### config.mk
export PLATFORM = sky130hd
export DESIGN_NAME = bcr_config_bank
export DESIGN_NICKNAME = d
export VERILOG_FILES = /design/src/shared/bcr_pkg.sv /design/src/design/bcr_config_bank.sv
export SDC_FILE = /design/constraint.sdc
export NUM_CORES = 1
export LEC_CHECK = 0
export ABC_AREA = 1
export BUFFER_PORTS_ARGS = -buffer_cell sky130_fd_sc_hd__buf_2
export CAP_MARGIN = 40
export CELL_PAD_IN_SITES_DETAIL_PLACEMENT = 1
export CELL_PAD_IN_SITES_GLOBAL_PLACEMENT = 2
export CORE_UTILIZATION = 29
export DETAILED_ROUTE_END_ITERATION = 12
export GPL_ROUTABILITY_DRIVEN = 1
export PLACE_DENSITY_LB_ADDON = 0.1
export SETUP_SLACK_MARGIN = 0.2
export SLEW_MARGIN = 15
export SYNTH_ARGS = -nofsm -noshare
export SYNTH_HDL_FRONTEND = slang
export SYNTH_SLANG_ARGS = --single-unit
### constraint.sdc
create_clock -name ref_clk_i -period 2.8 [get_ports ref_clk_i]
set_input_delay 0.56 -clock ref_clk_i [delete_from_list [all_inputs] [get_ports ref_clk_i]]
set_output_delay 0.56 -clock ref_clk_i [all_outputs]
set_load 0.005 [all_outputs]
### src/shared/bcr_pkg.sv
/*
 * Shared constants and carrier types of the barometer configuration bank.
 * Assumes one 25 MHz clock and a byte-wide register port driven by the
 * serial front end, which has already turned bus frames into strobes.
 */
package bcr_pkg;

    // Register offsets on the 7-bit register address
    localparam logic [6:0] OFS_THRESHOLD_LOW     = 7'h0c;
    localparam logic [6:0] OFS_THRESHOLD_HIGH    = 7'h0d;
    localparam logic [6:0] OFS_INTERFACE_CONTROL = 7'h0e;
    localparam logic [6:0] OFS_IDENTITY          = 7'h0f;
    localparam logic [6:0] OFS_MAIN_CONTROL      = 7'h10;
    localparam logic [6:0] OFS_STATUS            = 7'h27;
    localparam logic [6:0] OFS_PRESS_XL          = 7'h28;
    localparam logic [6:0] OFS_PRESS_L           = 7'h29;
    localparam logic [6:0] OFS_PRESS_TOP         = 7'h2a;
    localparam logic [6:0] OFS_TEMP_L            = 7'h2b;
    localparam logic [6:0] OFS_TEMP_H            = 7'h2c;

    // Reset values
    localparam logic [7:0] RST_THRESHOLD_LOW     = 8'h00;
    localparam logic [7:0] RST_THRESHOLD_HIGH    = 8'h00;
    localparam logic [7:0] RST_INTERFACE_CONTROL = 8'h00;
    localparam logic [7:0] RST_MAIN_CONTROL      = 8'h00;

    // Writable bit masks; fixed-zero bits are cleared on write
    localparam logic [7:0] WMASK_THRESHOLD_HIGH    = 8'h7f;
    localparam logic [7:0] WMASK_INTERFACE_CONTROL = 8'h9f;
    localparam logic [7:0] WMASK_MAIN_CONTROL      = 8'h7f;

    // Interface control fields
    localparam int IFC_IRQ_PAD_I3C_EN      = 7;
    localparam int IFC_DATA_LINE_PULLUP    = 4;
    localparam int IFC_SERIAL_OUT_PULLUP   = 3;
    localparam int IFC_IRQ_PAD_PULLDOWN_DIS = 2;
    localparam int IFC_I3C_DISABLE         = 1;
    localparam int IFC_I2C_DISABLE         = 0;

    // Main control fields
    localparam int MC_RATE_MSB        = 6;
    localparam int MC_RATE_LSB        = 4;
    localparam int MC_FILTER_ENABLE   = 3;
    localparam int MC_FILTER_BW_SEL   = 2;
    localparam int MC_BLOCK_HOLD      = 1;
    localparam int MC_SPI_WIRE_SEL    = 0;

    // Status fields
    localparam int ST_PRESS_NEW = 0;
    localparam int ST_TEMP_NEW  = 1;

    // Output rate codes
    localparam logic [2:0] RATE_POWER_DOWN = 3'b000;
    localparam logic [2:0] RATE_100HZ_CODE = 3'b110;

    // Bandwidth divisors
    localparam logic [4:0] BW_DIV_OFF  = 5'd2;
    localparam logic [4:0] BW_DIV_MID  = 5'd9;
    localparam logic [4:0] BW_DIV_LOW  = 5'd20;

    // Threshold counts are 1/16 hPa, pressure counts 1/4096 hPa
    localparam int THRESHOLD_SHIFT = 8;

    // Timing: clock rate and output rates in Hz
    localparam int unsigned CLK_HZ   = 25_000_000;
    localparam int unsigned RATE1_HZ = 1;
    localparam int unsigned RATE2_HZ = 10;
    localparam int unsigned RATE3_HZ = 25;
    localparam int unsigned RATE4_HZ = 50;
    localparam int unsigned RATE5_HZ = 75;
    localparam int unsigned RATE6_HZ = 100;
    localparam int unsigned RATE7_HZ = 200;
    localparam int unsigned RATE1_CYC = CLK_HZ / RATE1_HZ;
    localparam int unsigned RATE2_CYC = CLK_HZ / RATE2_HZ;
    localparam int unsigned RATE3_CYC = CLK_HZ / RATE3_HZ;
    localparam int unsigned RATE4_CYC = CLK_HZ / RATE4_HZ;
    localparam int unsigned RATE5_CYC = CLK_HZ / RATE5_HZ;
    localparam int unsigned RATE6_CYC = CLK_HZ / RATE6_HZ;
    localparam int unsigned RATE7_CYC = CLK_HZ / RATE7_HZ;
    localparam int TIMER_W = 25;

    // Register port request from the serial front end
    typedef struct packed {
        logic       wr;
        logic       rd;
        logic [6:0] addr;
        logic [7:0] wdata;
    } bcr_req_t;

    // One finished acquisition
    typedef struct packed {
        logic [23:0] pressure;
        logic [15:0] temp;
        logic [23:0] press_diff;
    } bcr_sample_t;

    // Pad and interface settings
    typedef struct packed {
        logic irq_pad_oe;
        logic data_line_pullup_enable;
        logic serial_out_pullup_enable;
        logic irq_pad_pulldown_on;
        logic i3c_enable;
        logic i2c_enable;
        logic spi_three_wire;
    } bcr_pads_t;

    typedef enum logic [1:0] {
        BCR_POWER_DOWN = 2'b00,
        BCR_ONE_SHOT   = 2'b01,
        BCR_CONTINUOUS = 2'b11
    } bcr_mode_t;

endpackage : bcr_pkg

### src/design/bcr_config_bank.sv
/*
 * Configuration register bank of the barometer: threshold, interface
 * control, identity and main control, plus the result hold and the rate
 * timer they steer. Assumes the serial front end delivers one-cycle read
 * and write strobes and the analog chain reports each acquisition by a
 * one-cycle done pulse some cycles after its start pulse.
 */
module bcr_config_bank #(
    parameter logic [7:0]  IDENTITY_CODE = 8'h5a, // Arbitrary value
    parameter int unsigned PERIOD_1HZ    = bcr_pkg::RATE1_CYC,
    parameter int unsigned PERIOD_10HZ   = bcr_pkg::RATE2_CYC,
    parameter int unsigned PERIOD_25HZ   = bcr_pkg::RATE3_CYC,
    parameter int unsigned PERIOD_50HZ   = bcr_pkg::RATE4_CYC,
    parameter int unsigned PERIOD_75HZ   = bcr_pkg::RATE5_CYC,
    parameter int unsigned PERIOD_100HZ  = bcr_pkg::RATE6_CYC,
    parameter int unsigned PERIOD_200HZ  = bcr_pkg::RATE7_CYC
) (
    input  wire logic                 ref_clk_i,
    input  wire logic                 arst_n_i,
    input  wire bcr_pkg::bcr_req_t    req_i,
    output logic [7:0]                rdata_o,
    input  wire logic                 diff_irq_enable_i,
    input  wire logic                 high_event_enable_i,
    input  wire logic                 low_event_enable_i,
    input  wire logic                 low_noise_request_i,
    input  wire logic                 one_shot_set_i,
    input  wire logic                 acq_done_i,
    input  wire bcr_pkg::bcr_sample_t sample_i,
    output logic                      acq_start_o,
    output logic                      one_shot_o,
    output logic                      power_down_o,
    output logic                      low_noise_active_o,
    output logic [4:0]                bandwidth_div_o,
    output bcr_pkg::bcr_pads_t        pads_o,
    output logic                      irq_gen_enable_o,
    output logic                      irq_high_o,
    output logic                      irq_low_o,
    output logic [14:0]               threshold_o
);

    // Stored registers
    logic [7:0]          threshold_low;
    logic [7:0]          threshold_high;
    logic [7:0]          interface_control;
    logic [7:0]          main_control;
    logic [1:0]          status;
    logic [23:0]         press_result;
    logic [15:0]         temp_result;
    logic                result_held;
    bcr_pkg::bcr_mode_t  mode;
    logic [bcr_pkg::TIMER_W-1:0] rate_timer;
    logic                acq_busy;

    // Decoded helpers
    logic [2:0]  rate_sel;
    logic [14:0] threshold_field;
    logic        wr_hit;
    logic        rd_hit;
    logic        result_update;
    logic        top_read;
    logic        temp_top_read;
    logic [23:0] thr_pos;
    logic [23:0] thr_neg;

    // Cycles between acquisitions for each rate code
    function automatic logic [bcr_pkg::TIMER_W-1:0] rate_period(input logic [2:0] code);
        int unsigned p;
        unique case (code)
            3'b001:  p = PERIOD_1HZ;
            3'b010:  p = PERIOD_10HZ;
            3'b011:  p = PERIOD_25HZ;
            3'b100:  p = PERIOD_50HZ;
            3'b101:  p = PERIOD_75HZ;
            3'b110:  p = PERIOD_100HZ;
            3'b111:  p = PERIOD_200HZ;
            default: p = 1;
        endcase
        return bcr_pkg::TIMER_W'(p - 1);
    endfunction : rate_period

    // Bandwidth divisor from the filter bits
    function automatic logic [4:0] bw_divisor(input logic en, input logic sel);
        logic [4:0] d;
        d = !en ? bcr_pkg::BW_DIV_OFF : (sel ? bcr_pkg::BW_DIV_LOW : bcr_pkg::BW_DIV_MID);
        return d;
    endfunction : bw_divisor

    // Field views and strobes
    assign rate_sel        = main_control[bcr_pkg::MC_RATE_MSB:bcr_pkg::MC_RATE_LSB];
    assign threshold_field = {threshold_high[6:0], threshold_low};
    assign wr_hit          = req_i.wr;
    assign rd_hit          = req_i.rd;
    assign top_read        = rd_hit && (req_i.addr == bcr_pkg::OFS_PRESS_TOP);
    assign temp_top_read   = rd_hit && (req_i.addr == bcr_pkg::OFS_TEMP_H);
    // Held results drop new samples rather than tear a read in progress
    assign result_update   = acq_done_i && acq_busy
                             && !(main_control[bcr_pkg::MC_BLOCK_HOLD] && result_held);
    // Threshold scaled to pressure counts, positive and negative
    assign thr_pos = {1'b0, threshold_field, 8'h00};
    assign thr_neg = 24'(-$signed(thr_pos));

    // Threshold registers
    always_ff @(posedge ref_clk_i or negedge arst_n_i)
    begin
        if (!arst_n_i)
        begin
            threshold_low  <= bcr_pkg::RST_THRESHOLD_LOW;
            threshold_high <= bcr_pkg::RST_THRESHOLD_HIGH;
        end
        else if (wr_hit)
        begin
            if (req_i.addr == bcr_pkg::OFS_THRESHOLD_LOW)
                threshold_low <= req_i.wdata;
            if (req_i.addr == bcr_pkg::OFS_THRESHOLD_HIGH)
                threshold_high <= req_i.wdata & bcr_pkg::WMASK_THRESHOLD_HIGH;
        end
    end

    // Interface control; unused bits 6 and 5 stay zero
    always_ff @(posedge ref_clk_i or negedge arst_n_i)
    begin
        if (!arst_n_i)
            interface_control <= bcr_pkg::RST_INTERFACE_CONTROL;
        else if (wr_hit && req_i.addr == bcr_pkg::OFS_INTERFACE_CONTROL)
            interface_control <= req_i.wdata & bcr_pkg::WMASK_INTERFACE_CONTROL;
    end

    // Main control; kept through power-down
    always_ff @(posedge ref_clk_i or negedge arst_n_i)
    begin
        if (!arst_n_i)
            main_control <= bcr_pkg::RST_MAIN_CONTROL;
        else if (wr_hit && req_i.addr == bcr_pkg::OFS_MAIN_CONTROL)
            main_control <= req_i.wdata & bcr_pkg::WMASK_MAIN_CONTROL;
    end

    // Acquisition sequencer
    always_ff @(posedge ref_clk_i or negedge arst_n_i)
    begin
        if (!arst_n_i)
        begin
            mode        <= bcr_pkg::BCR_POWER_DOWN;
            rate_timer  <= '0;
            acq_start_o <= 1'b0;
            acq_busy    <= 1'b0;
        end
        else
        begin
            acq_start_o <= 1'b0;
            if (acq_done_i)
                acq_busy <= 1'b0;
            unique case (mode)
                bcr_pkg::BCR_POWER_DOWN:
                begin
                    // Only a one-shot request starts an acquisition here; one still in flight can update outputs
                    if (rate_sel != bcr_pkg::RATE_POWER_DOWN)
                    begin
                        mode       <= bcr_pkg::BCR_CONTINUOUS;
                        rate_timer <= '0;
                    end
                    else if (one_shot_set_i)
                    begin
                        mode        <= bcr_pkg::BCR_ONE_SHOT;
                        acq_start_o <= 1'b1;
                        acq_busy    <= 1'b1;
                    end
                end
                bcr_pkg::BCR_ONE_SHOT:
                begin
                    if (acq_done_i)
                        mode <= bcr_pkg::BCR_POWER_DOWN;
                end
                bcr_pkg::BCR_CONTINUOUS:
                begin
                    if (rate_sel == bcr_pkg::RATE_POWER_DOWN)
                    begin
                        mode       <= bcr_pkg::BCR_POWER_DOWN;
                        rate_timer <= '0;
                    end
                    else if (rate_timer == '0)
                    begin
                        // A slow chain simply skips a tick instead of overlapping
                        rate_timer <= rate_period(rate_sel);
                        if (!acq_busy || acq_done_i)
                        begin
                            acq_start_o <= 1'b1;
                            acq_busy    <= 1'b1;
                        end
                    end
                    else
                        rate_timer <= rate_timer - 1'b1;
                end
                default:
                    mode <= bcr_pkg::BCR_POWER_DOWN;
            endcase
        end
    end

    // One-shot bit: set by request in power-down, cleared on completion
    always_ff @(posedge ref_clk_i or negedge arst_n_i)
    begin
        if (!arst_n_i)
            one_shot_o <= 1'b0;
        else if (mode == bcr_pkg::BCR_POWER_DOWN && one_shot_set_i
                 && rate_sel == bcr_pkg::RATE_POWER_DOWN)
            one_shot_o <= 1'b1;
        else if (mode == bcr_pkg::BCR_ONE_SHOT && acq_done_i)
            one_shot_o <= 1'b0;
    end

    // Output data and block-update hold
    always_ff @(posedge ref_clk_i or negedge arst_n_i)
    begin
        if (!arst_n_i)
        begin
            press_result <= '0;
            temp_result  <= '0;
            result_held  <= 1'b0;
        end
        else
        begin
            if (result_update)
            begin
                press_result <= sample_i.pressure;
                temp_result  <= sample_i.temp;
            end
            // Reading the pressure top byte releases the hold; a new hold wins
            if (result_update && main_control[bcr_pkg::MC_BLOCK_HOLD])
                result_held <= 1'b1;
            else if (top_read || !main_control[bcr_pkg::MC_BLOCK_HOLD])
                result_held <= 1'b0;
        end
    end

    // New-data flags; a new sample wins over a clearing read
    always_ff @(posedge ref_clk_i or negedge arst_n_i)
    begin
        if (!arst_n_i)
            status <= '0;
        else
        begin
            if (result_update)
                status <= 2'b11;
            else
            begin
                if (top_read)
                    status[bcr_pkg::ST_PRESS_NEW] <= 1'b0;
                if (temp_top_read)
                    status[bcr_pkg::ST_TEMP_NEW] <= 1'b0;
            end
        end
    end

    // Threshold events, evaluated on each accepted sample
    always_ff @(posedge ref_clk_i or negedge arst_n_i)
    begin
        if (!arst_n_i)
        begin
            irq_high_o <= 1'b0;
            irq_low_o  <= 1'b0;
        end
        else if (!diff_irq_enable_i)
        begin
            irq_high_o <= 1'b0;
            irq_low_o  <= 1'b0;
        end
        else if (result_update)
        begin
            irq_high_o <= high_event_enable_i
                          && ($signed(sample_i.press_diff) > $signed(thr_pos));
            irq_low_o  <= low_event_enable_i
                          && ($signed(sample_i.press_diff) < $signed(thr_neg));
        end
    end

    // Register read port, data one cycle after the strobe
    always_ff @(posedge ref_clk_i or negedge arst_n_i)
    begin
        if (!arst_n_i)
            rdata_o <= 8'h00;
        else if (rd_hit)
        begin
            unique case (req_i.addr)
                bcr_pkg::OFS_THRESHOLD_LOW:     rdata_o <= threshold_low;
                bcr_pkg::OFS_THRESHOLD_HIGH:    rdata_o <= threshold_high;
                bcr_pkg::OFS_INTERFACE_CONTROL: rdata_o <= interface_control;
                bcr_pkg::OFS_IDENTITY:          rdata_o <= IDENTITY_CODE;
                bcr_pkg::OFS_MAIN_CONTROL:      rdata_o <= main_control;
                bcr_pkg::OFS_STATUS:            rdata_o <= {6'h00, status};
                bcr_pkg::OFS_PRESS_XL:          rdata_o <= press_result[7:0];
                bcr_pkg::OFS_PRESS_L:           rdata_o <= press_result[15:8];
                bcr_pkg::OFS_PRESS_TOP:         rdata_o <= press_result[23:16];
                bcr_pkg::OFS_TEMP_L:            rdata_o <= temp_result[7:0];
                bcr_pkg::OFS_TEMP_H:            rdata_o <= temp_result[15:8];
                default:                        rdata_o <= 8'h00;
            endcase
        end
    end

    // Decoded settings, registered so every output leaves a flip-flop
    always_ff @(posedge ref_clk_i or negedge arst_n_i)
    begin
        if (!arst_n_i)
        begin
            power_down_o       <= 1'b1;
            low_noise_active_o <= 1'b0;
            bandwidth_div_o    <= bcr_pkg::BW_DIV_OFF;
            irq_gen_enable_o   <= 1'b0;
            threshold_o        <= '0;
        end
        else
        begin
            power_down_o       <= (mode == bcr_pkg::BCR_POWER_DOWN);
            low_noise_active_o <= low_noise_request_i
                                  && (rate_sel < bcr_pkg::RATE_100HZ_CODE);
            bandwidth_div_o    <= bw_divisor(main_control[bcr_pkg::MC_FILTER_ENABLE],
                                             main_control[bcr_pkg::MC_FILTER_BW_SEL]);
            irq_gen_enable_o   <= diff_irq_enable_i
                                  && (high_event_enable_i || low_event_enable_i);
            threshold_o        <= threshold_field;
        end
    end

    // Pad and protocol controls
    always_ff @(posedge ref_clk_i or negedge arst_n_i)
    begin
        if (!arst_n_i)
            pads_o <= '{irq_pad_oe: 1'b0, data_line_pullup_enable: 1'b0,
                        serial_out_pullup_enable: 1'b0, irq_pad_pulldown_on: 1'b1,
                        i3c_enable: 1'b1, i2c_enable: 1'b1, spi_three_wire: 1'b0};
        else
        begin
            // Pad enable matters only while I3C is the active protocol
            pads_o.irq_pad_oe <= interface_control[bcr_pkg::IFC_IRQ_PAD_I3C_EN]
                                 && !interface_control[bcr_pkg::IFC_I3C_DISABLE];
            pads_o.data_line_pullup_enable  <=
                interface_control[bcr_pkg::IFC_DATA_LINE_PULLUP];
            pads_o.serial_out_pullup_enable <=
                interface_control[bcr_pkg::IFC_SERIAL_OUT_PULLUP];
            pads_o.irq_pad_pulldown_on <=
                !interface_control[bcr_pkg::IFC_IRQ_PAD_PULLDOWN_DIS];
            pads_o.i3c_enable <= !interface_control[bcr_pkg::IFC_I3C_DISABLE];
            pads_o.i2c_enable <= !interface_control[bcr_pkg::IFC_I2C_DISABLE];
            pads_o.spi_three_wire <= main_control[bcr_pkg::MC_SPI_WIRE_SEL];
        end
    end

endmodule : bcr_config_bank

==> results of run 1 <==
## critical path: stages, from the launching register on
cell	delay (ns)
dfrtp_1	0.39
inv_2	0.11
ha_4	0.17
nand2_4	0.06
nor4_4	0.21
nand2_2	0.12
nor4_4	0.18
nand2_1	0.09
nor2_2	0.13
nand3_1	0.10
xor2_1	0.16
ha_1	0.27
nand2_1	0.07
inv_1	0.06
nand3_1	0.07
nor3_2	0.12
nand2_1	0.10
nand2_1	0.06
nand2_1	0.04
nand3_1	0.06
nand2_1	0.05
## what timing repair did
item,in CTS,in global routing
hold endpoints to repair,0,0
gates cloned,0,0
endpoints found under the setup margin,1,10
resized for setup,11,14
pin swaps,0,2
## layer usage
layer,GRT usage [%],wire [um]
met5,0,0
met4,5.36,421
met3,3.19,718
met2,34.3,12900
met1,26.2,12100
## flip-flops by register name, summed over array words and instances, names as in the netlist
register,count
irq_low_o,1
one_shot_o,1
threshold_low,8
bandwidth_div_o,3
result_held,1
mode,2
rdata_o,8
power_down_o,1
rate_timer,25
temp_result,16
acq_start_o,1
irq_high_o,1
main_control,7
status,2
threshold_high,7
pads_o,7
acq_busy,1
press_result,24
irq_gen_enable_o,1
threshold_o,15
low_noise_active_o,1
interface_control,6
## cell type report
type / instances / area, um2 / area share [%]
Clock inverter: 14 / 149 / 1.54
Sequential cell: 139 / 3490 / 36.1
Timing Repair Buffer: 155 / 892 / 9.23
Multi-Input combinational cell: 719 / 3770 / 39.0
Clock buffer: 18 / 429 / 4.44
Tap cell: 335 / 419 / 4.33
Inverter: 140 / 526 / 5.43
## per-stage QoR
step	area, um2	util [%]	hold WS, ns	instances
after floorplan	7810	-	0.264	1020
after global placement	9000	34.3	0.395	1487
after detailed placement	9000	34.4	0.408	1488
after CTS	9630	36.7	0.108	1520
after global routing	9670	36.9	0.129	1520
final	9670	36.9	0.0920	1520
## final timing paths
| check | startpoint | to | slack (ns) | depth (start not counted) |
|---|---|---|---|---|
| worst max-delay path | threshold_low[1]$_DFFE_PN0P_ | irq_low_o$_DFFE_PN0P_ | 0.07 | 20 |
| worst min-delay path | arst_n_i | rate_timer[13]$_DFFE_PN0P_ | 0.09 | 1 |
| worst max register to register | threshold_low[1]$_DFFE_PN0P_ | irq_low_o$_DFFE_PN0P_ | 0.07 | 20 |
| worst min register to register | interface_control[2]$_DFFE_PN0P_ | pads_o[3]$_DFF_PN1_ | 0.42 | 1 |
| max in group asynchronous | arst_n_i | power_down_o$_DFF_PN1_ | 1.98 | 2 |
| min in group ref_clk_i | sample_i[52] | press_result[12]$_DFFE_PN0P_ | 0.32 | 3 |
## Yosys cell counts
master      n  area, um2
and3_1      1       6.26
dfrtp_1   134       3350
nand4_1    13       81.3
nand2_4     4       45.0
inv_1     123        462
and2_1      1       6.26
o21ai_1     9       45.0
nor2_4      4       45.0
nor2_8      3       60.1
clkinv_1    1       3.75
a22o_1      1       8.76
buf_4       3       22.5
nor4_1      4       25.0
nor2b_1     1       6.26
a21boi_0    2       15.0
a211oi_1    3       22.5
ha_1       36        450
o21ai_0    69        345
nand3_1    52        260
o31ai_1     1       7.51
nand3_2     1       10.0
nor4_2      1       12.5
o21bai_1    1       7.51
nor3_1     13       65.1
xor2_1     14        123
inv_2      16       60.1
a21oi_1    37        185
a21o_1      1       7.51
o22ai_1    16        100
o211ai_1    3       22.5
nand3b_1    1       7.51
dfstp_2     5        131
buf_8       1       15.0
o221ai_1    1       8.76
a221oi_1   12        105
nand2_1   331       1240
buf_6       1       11.3
nor2_2      7       43.8
buf_2       2       10.0
a32o_1      1       10.0
nor2_1     70        263
buf_1       3       11.3
clkbuf_1   12       45.0
nand2_2     5       31.3
## cell families after synthesis
family,count (synthesis),share of synthesized area [%]
AND/OR/NAND/NOR,512,28.3
buffers and inverters,162,8.21
AO/OA/AOI/OAI,157,11.4
flip-flops,139,44.7
adder cells (fa/ha/maj),36,5.77
XOR/XNOR,14,1.57
==> impl_metrics.yaml, run 1 <==
status:
  outcome: "finished with violations"
  violations: "DRC"
yosys:
  seq_area_frac_synth_pct: 44.7
  syn_area_mm2: 0.00780
  yosys_register_bits: 139
  yosysWarnings: 0
  yosysUniqueCellTypes: 44
  synth_nets: 1145
  syn_avg_cell_area_um2: 7.65
  synthCells: 1020
sta:
  rsz0062_at_grt: "yes"
  fin_skew_ns: 0.0165
  fin_tns_setup_ns: 0
  period_share_pct: 97.6
  fin_ws_ns: 0.0682
  slew_headroom_pct: 60.9
  final-setup-viol-count: 0
  fin_crit_ns: 2.73
  tightest_slew_ns: 0.587
  hold_violations: 0
  max_clock_freq_mhz: 366
  slew_viol_final: 0
finish:
  mostFrequentLayoutCell: "nand2_1"
  nNetsFinal: 1297
  fillCellCount: 3225
  drive_gt1_share_pct: 21.3
  areaGrowthSynthToFinish_pct: 24.0
  n_antenna_cell: 0
  mostFrequentLayoutCells: "nand2_1, dfrtp_1, buf_2"
cts:
  clkSinkCount: 139
  cts_buffer_depth: 2
  path_clk_slew_ns: 0.07
  cts_root_buffer: "clkbuf_16"
  cts_buffers: 17
  htree_levels: 4
  clk-insertion-delay-late_ns: 0.44
  cts_post_setup_buffers_inserted: 0
  cts_hold_buf: 0
  cts_tree: "yes"
detailed_routing:
  avgRoutedWirePerCell_um: 17.2
  drt_first_iter_violations: 265
  viasPerCell: 4.71
  ant_nets: 0
  post-route-drc-count: 2
  via_count: 7154
  dr.pass1.iters: 8
  wirelength_um: 26200
critical_path:
  cp_max_fo: 3
  arrival_ns: 3.06
  cp-start-kind: "register"
  cp_data_required_time_ns: 3.13
  crit_type: "register to register"
  end_kind: "register"
global_route:
  antenna_found_initial: 0
  gr-usage-all-layers_pct: 20.0
  grt_first_pass_wirelength_um: 42400
  grt_pass1_vias: 7610
  grt_max_degree: 54
  gr-total-overflow: 0
die:
  start_util_pct: 29.8
  core_region_area_mm2: 0.0262
  die_area_mm2: 0.0276
  die_w_um: 166
  num_rows: 59
  ios: 131
  die_h_um: 166
run:
  maxCapViolations: 0
min_path:
  holdCritPathClass: "input pin to async pin"
placed_design:
  port_buffers: 130
  hpwl_um: 20500
  routabilityCongestion: 0.845
  pre_cts_slack_ns: -0.171
Power of run 1 is left out: the tool's default activity adds up to more than one toggle a clock period on the data nets, which glitch-free logic cannot reach.
==> inputs of run 2 (changes only) <==
--- a/config.mk
+++ b/config.mk
@@ -14,6 +14,7 @@
 export DETAILED_ROUTE_END_ITERATION = 12
 export GPL_ROUTABILITY_DRIVEN = 1
 export PLACE_DENSITY_LB_ADDON = 0.1
+export REMOVE_ABC_BUFFERS = 1
 export SETUP_SLACK_MARGIN = 0.2
 export SLEW_MARGIN = 15
 export SYNTH_ARGS = -nofsm -noshare
==> run 2 against run 1 <==
  * Highest routed layer is now met5
  * The flow finishes with violations (DRC, setup timing)
  * Register-to-register slack got worse by 0.11 ns
  * Non-clock buffer count grew 3
  * Setup slack worse by 0.11 ns
  * Critical path depth down 3
  * Largest cell class unchanged
  * Critical path type unchanged
==> impl_metrics.yaml, run 2 (synthesis gave the netlist of run 1 again) <==
critical_path:
  path_cells: "inv_2 > nand3_1 > nor3_1 > buf_4 > nand3_1 > nor2_1 > nand4_1 > nor2_1 > nand2_1 > xor2_1 > ha_1 > a21oi_1 > a21oi_1 > a211oi_2 > nand3_1 > nand3_1 > nand2_1"
  crit_path_frequent_cell: "nand3_1"
  cp-start-kind: "register"
  crit_type: "register to register"
  end_kind: "register"
  crit_slowest_cell: "dfrtp_1"
  cp_data_required_time_ns: 3.12
  cp_max_fo: 3
  arrival_ns: 3.16
  crit_path_max_incr_delay_ns: 0.39
cts:
  clk-insertion-delay-late_ns: 0.42
  htree_levels: 4
  path_clk_slew_ns: 0.07
  cts_root_buffer: "clkbuf_16"
  cts_hold_buf: 0
  clkSinkCount: 139
  cts_post_setup_buffers_inserted: 0
  cts_tree: "yes"
  cts_buffer_depth: 2
  cts_buffers: 17
finish:
  fillCellCount: 3256
  areaGrowthSynthToFinish_pct: 24.1
  drive_gt1_share_pct: 21.0
  fin_cells: 1523
  largest_register: "rate_timer"
  largest_register_ffs: 25
  mostFrequentLayoutCells: "nand2_1, dfrtp_1, buf_2"
  top_regs: "rate_timer: 25 flops, press_result: 24 flops, temp_result: 16 flops"
  register_area_mm2: 0.00349
  n_antenna_cell: 0
  mostFrequentLayoutCell: "nand2_1"
  nNetsFinal: 1300
  multi_input_area_mm2: 0.00373
global_route:
  met1_usage_pct: 27.9
  gr-total-overflow: 0
  grtUsageMet3_pct: 3.07
  antenna_found_initial: 1
  gr-usage-all-layers_pct: 19.6
  gr-max-usage-layer: "met2"
  grt.met2_usage_pct: 31.6
  grt_max_degree: 123
  grt_pass1_vias: 7496
  grt_first_pass_wirelength_um: 41700
die:
  die_area_mm2: 0.0276
  die_h_um: 166
  ios: 131
  die_w_um: 166
  num_rows: 59
  core_region_area_mm2: 0.0262
  start_util_pct: 29.8
detailed_routing:
  wirelength_um: 25900
  ant_nets: 0
  avgRoutedWirePerCell_um: 17.0
  via_count: 7136
  drt_first_iter_violations: 326
  viasPerCell: 4.69
  dr.pass1.iters: 8
  post-route-drc-count: 3
sta:
  rsz0062_at_grt: "yes"
  hold_violations: 0
  fin_skew_ns: 0.0108
  final-setup-viol-count: 1
  slew_headroom_pct: 51.9
  tightest_slew_ns: 0.722
  max_clock_freq_mhz: 352
  slew_viol_final: 0
  period_share_pct: 102
  fin_crit_ns: 2.84
  fin_ws_ns: -0.0443
placed_design:
  routabilityCongestion: 0.826
  dp_cells: 1490
  port_buffers: 130
  hpwl_um: 19900
run:
  maxCapViolations: 0
status:
  outcome: "finished with violations"
  violations: "DRC, setup timing"
min_path:
  holdCritPathClass: "input pin to async pin"
[run 2: timing repair]
item | CTS | global route
setup endpoints to repair | 1 | 7
pin swaps | 0 | 1
resized for setup | 7 | 11
[run 2: path summary, 6_finish.rpt]
kind / startpoint / to / slack, ns / cells past startpoint
min in group ref_clk_i: sample_i[55] / press_result[15]$_DFFE_PN0P_ / 0.33 / 3
setup reg to reg: threshold_low[0]$_DFFE_PN0P_ / irq_low_o$_DFFE_PN0P_ / -0.04 / 17
setup / recovery: threshold_low[0]$_DFFE_PN0P_ / irq_low_o$_DFFE_PN0P_ / -0.04 / 17
hold / removal: arst_n_i / threshold_o[1]$_DFF_PN0_ / 0.1 / 2
max in group asynchronous: arst_n_i / main_control[4]$_DFFE_PN0P_ / 2.01 / 2
hold reg to reg: interface_control[2]$_DFFE_PN0P_ / pads_o[3]$_DFF_PN1_ / 0.40 / 1
[run 2: critical path, delay by kind of cell (launching register included)]
kind | cells | cell delay (ns)
buffers and inverters | 2 | 0.23
adders and majority gates | 1 | 0.32
and+or+nand+nor | 10 | 1.20
AOI/OAI and AO/OA | 3 | 0.45
DFF | 1 | 0.39
xor gates and xnor gates | 1 | 0.15
[run 2: stage by stage]
stage	area [um2]	util (%)	setup slack (ns)	hold slack, ns	setup TNS (ns)
finish	9680	36.9	-0.0443	0.0972	-0.0443
global route	9680	36.9	-0.340	0.108	-0.340
CTS	9630	36.7	-0.0279	0.100	-0.0279
detailed placement	8990	34.3	-0.164	0.387	-0.164
global placement	8990	34.3	-0.129	0.388	-0.129
floorplan	7680	-	0.0810	0.264	0
[run 2: area by class of cell]
type	instances	share of cell area, %
clock buffer	18	4.43
clock inverter	14	1.91
inverter	140	5.43
multi-input combinational	719	38.5
sequential	139	36.0
tap	335	4.33
timing repair buffer	158	9.35
[run 2: per-layer routing]
| metal | part of all wire, % | routed length, um |
|---|---|---|
| met5 | 0.050 | 13 |
| met4 | 0.50 | 129 |
| met3 | 2.6 | 682 |
| met2 | 46 | 11900 |
| met1 | 51 | 13100 |
Power of run 2 is left out for the same reason.
==> inputs of run 3 (changes only) <==
--- a/config.mk
+++ b/config.mk
@@ -10,13 +10,14 @@
 export CAP_MARGIN = 40
 export CELL_PAD_IN_SITES_DETAIL_PLACEMENT = 1
 export CELL_PAD_IN_SITES_GLOBAL_PLACEMENT = 2
+export CORE_ASPECT_RATIO = 0.5
 export CORE_UTILIZATION = 29
 export DETAILED_ROUTE_END_ITERATION = 12
 export GPL_ROUTABILITY_DRIVEN = 1
 export PLACE_DENSITY_LB_ADDON = 0.1
 export REMOVE_ABC_BUFFERS = 1
 export SETUP_SLACK_MARGIN = 0.2
-export SLEW_MARGIN = 15
+export SLEW_MARGIN = 20
 export SYNTH_ARGS = -nofsm -noshare
 export SYNTH_HDL_FRONTEND = slang
 export SYNTH_SLANG_ARGS = --single-unit
==> run 3 against run 2 <==
  * The run ends with setup timing left
  * Setup slack improved by 0.019 ns
  * Wire length increased by 3.2%
  * Via count rose by 1.9%
  * Critical endpoint unchanged
  * First-iteration DRC count shrank 16%
  * Register-to-register slack gained 0.02 ns
  * Clock-buffer cell count rose by 1
  * Core utilization shrank 0.16 points
  * Worst hold slack got worse by 0.015 ns
  * Largest cell class unchanged
  * Non-clock buffer count increased by 6
==> impl_metrics.yaml, run 3 (synthesis gave the netlist of run 1 again) <==
status:
  outcome: "finished with violations"
  violations: "setup timing"
global_route:
  grt_pass1_vias: 7562
  grt_max_degree: 53
  grtUsageMet3_pct: 4.05
  antenna_found_initial: 0
  met1_usage_pct: 29.2
  grt_first_pass_wirelength_um: 42300
  grt.met2_usage_pct: 31.2
  gr-usage-all-layers_pct: 20.3
  gr-max-usage-layer: "met2"
  gr-total-overflow: 0
critical_path:
  path_cells: "inv_2 > buf_4 > nand3_2 > nor3_2 > nand3_2 > nor2_2 > nand4_1 > nor2_1 > nand2_1 > xor2_1 > ha_1 > a21oi_1 > a21oi_1 > a211oi_2 > nand3_1 > nand3_1 > nand2_1"
  cp_data_required_time_ns: 3.13
  arrival_ns: 3.16
  crit_type: "register to register"
  cp-start-kind: "register"
  crit_family: "simple AND/OR/NAND/NOR gates"
  crit_path_max_incr_delay_ns: 0.39
  cp_max_fo: 3
  end_kind: "register"
  path_buf_inv: 2
  crit_slowest_cell: "dfrtp_1"
die:
  die_area_mm2: 0.0276
  num_rows: 42
  ios: 131
  core_region_area_mm2: 0.0264
  start_util_pct: 29.5
  die_w_um: 234
  die_h_um: 118
sta:
  rsz0062_at_grt: "yes"
  slew_viol_final: 0
  max_clock_freq_mhz: 354
  fin_ws_ns: -0.0251
  fin_crit_ns: 2.83
  slew_headroom_pct: 53.4
  final-setup-viol-count: 1
  tightest_slew_ns: 0.697
  fin_skew_ns: 0.0124
  holdWs_ns: 0.0819
  period_share_pct: 101
  hold_violations: 0
detailed_routing:
  wirelength_um: 26700
  ant_nets: 0
  avgRoutedWirePerCell_um: 17.3
  dr.pass1.iters: 6
  post-route-drc-count: 0
  viasPerCell: 4.70
  via_count: 7272
  drt_first_iter_violations: 275
cts:
  clk-insertion-delay-late_ns: 0.44
  clkSinkCount: 139
  cts_tree: "yes"
  cts_root_buffer: "clkbuf_16"
  cts_buffers: 17
  path_clk_slew_ns: 0.07
  cts_hold_buf: 0
  htree_levels: 4
  cts_buffer_depth: 2
placed_design:
  hpwl_um: 20800
  port_buffers: 130
  routabilityCongestion: 0.830
  pre_cts_slack_ns: -0.197
finish:
  n_antenna_cell: 0
  nNetsFinal: 1306
  largest_register_ffs: 25
  drive_gt1_share_pct: 21.9
  mostFrequentLayoutCells: "nand2_1, dfrtp_1, buf_2"
  areaGrowthSynthToFinish_pct: 24.6
  mostFrequentLayoutCell: "nand2_1"
  top_regs: "rate_timer: 25 flops, press_result: 24 flops, temp_result: 16 flops"
  largest_register: "rate_timer"
run:
  maxCapViolations: 0
min_path:
  holdCritPathClass: "input pin to async pin"
-- run 3: cell types whose count changed in the layout (fill, tap and decap cells not counted), moves of 2 or more --
| cell | change |
|---|---|
| buf_12 | -2 |
| buf_4 | +8 |
| bufinv_16 | -2 |
| clkbuf_8 | +2 |
| clkinv_4 | -2 |
| clkinvlp_4 | +2 |
| nand3_1 | -2 |
| nand3_2 | +2 |
-- run 3: layout make-up --
| class | count | area, um2 |
|---|---|---|
| clock buffer | 19 | 453 |
| tap | 352 | 440 |
| multi-input combinational | 719 | 3750 |
| sequential | 139 | 3490 |
| inverter | 140 | 526 |
| timing repair buffer | 164 | 925 |
| fill | 3289 | 16700 |
| clock inverter | 13 | 134 |
-- run 3: metal layers --
metal	vias to the layer above	share of wire (%)	wire, um
met5	-	0	0
met4	0	1.2	320
met3	18	2.4	643
met2	85	45	12100
met1	3551	51	13600
li1	3618	-	-
-- run 3: what timing repair did --
item                                    in CTS  in global routing
endpoints found under the setup margin       1                  8
buffers inserted                             0                  4
cloned                                       0                  0
resized for setup                           10                 12
pin swaps                                    0                  3
-- run 3: through the flow --
stage               util, %  instances  area (um2)  TNS [ns]
floorplan                 -        998        7680         0
detailed placement     34.1       1510        9020    -0.197
finish                 36.8       1546        9720   -0.0251
global placement       34.1       1510        9020   -0.0269
CTS                    36.5       1542        9650   -0.0191
global route           36.8       1546        9720    -0.293
-- run 3: worst paths after layout --
check                                            startpoint                      endpoint  slack [ns]  depth (start not counted)
setup reg to reg               threshold_low[1]$_DFFE_PN0P_         irq_low_o$_DFFE_PN0P_       -0.03                         17
hold / removal                                     arst_n_i    rate_timer[13]$_DFFE_PN0P_        0.08                          1
setup / recovery               threshold_low[1]$_DFFE_PN0P_         irq_low_o$_DFFE_PN0P_       -0.03                         17
min in group ref_clk_i                         sample_i[52]  press_result[12]$_DFFE_PN0P_        0.31                          3
max in group asynchronous                          arst_n_i  bandwidth_div_o[1]$_DFF_PN1_        1.97                          2
hold reg to reg            interface_control[2]$_DFFE_PN0P_           pads_o[3]$_DFF_PN1_        0.43                          1
Power of run 3 is left out for the same reason.
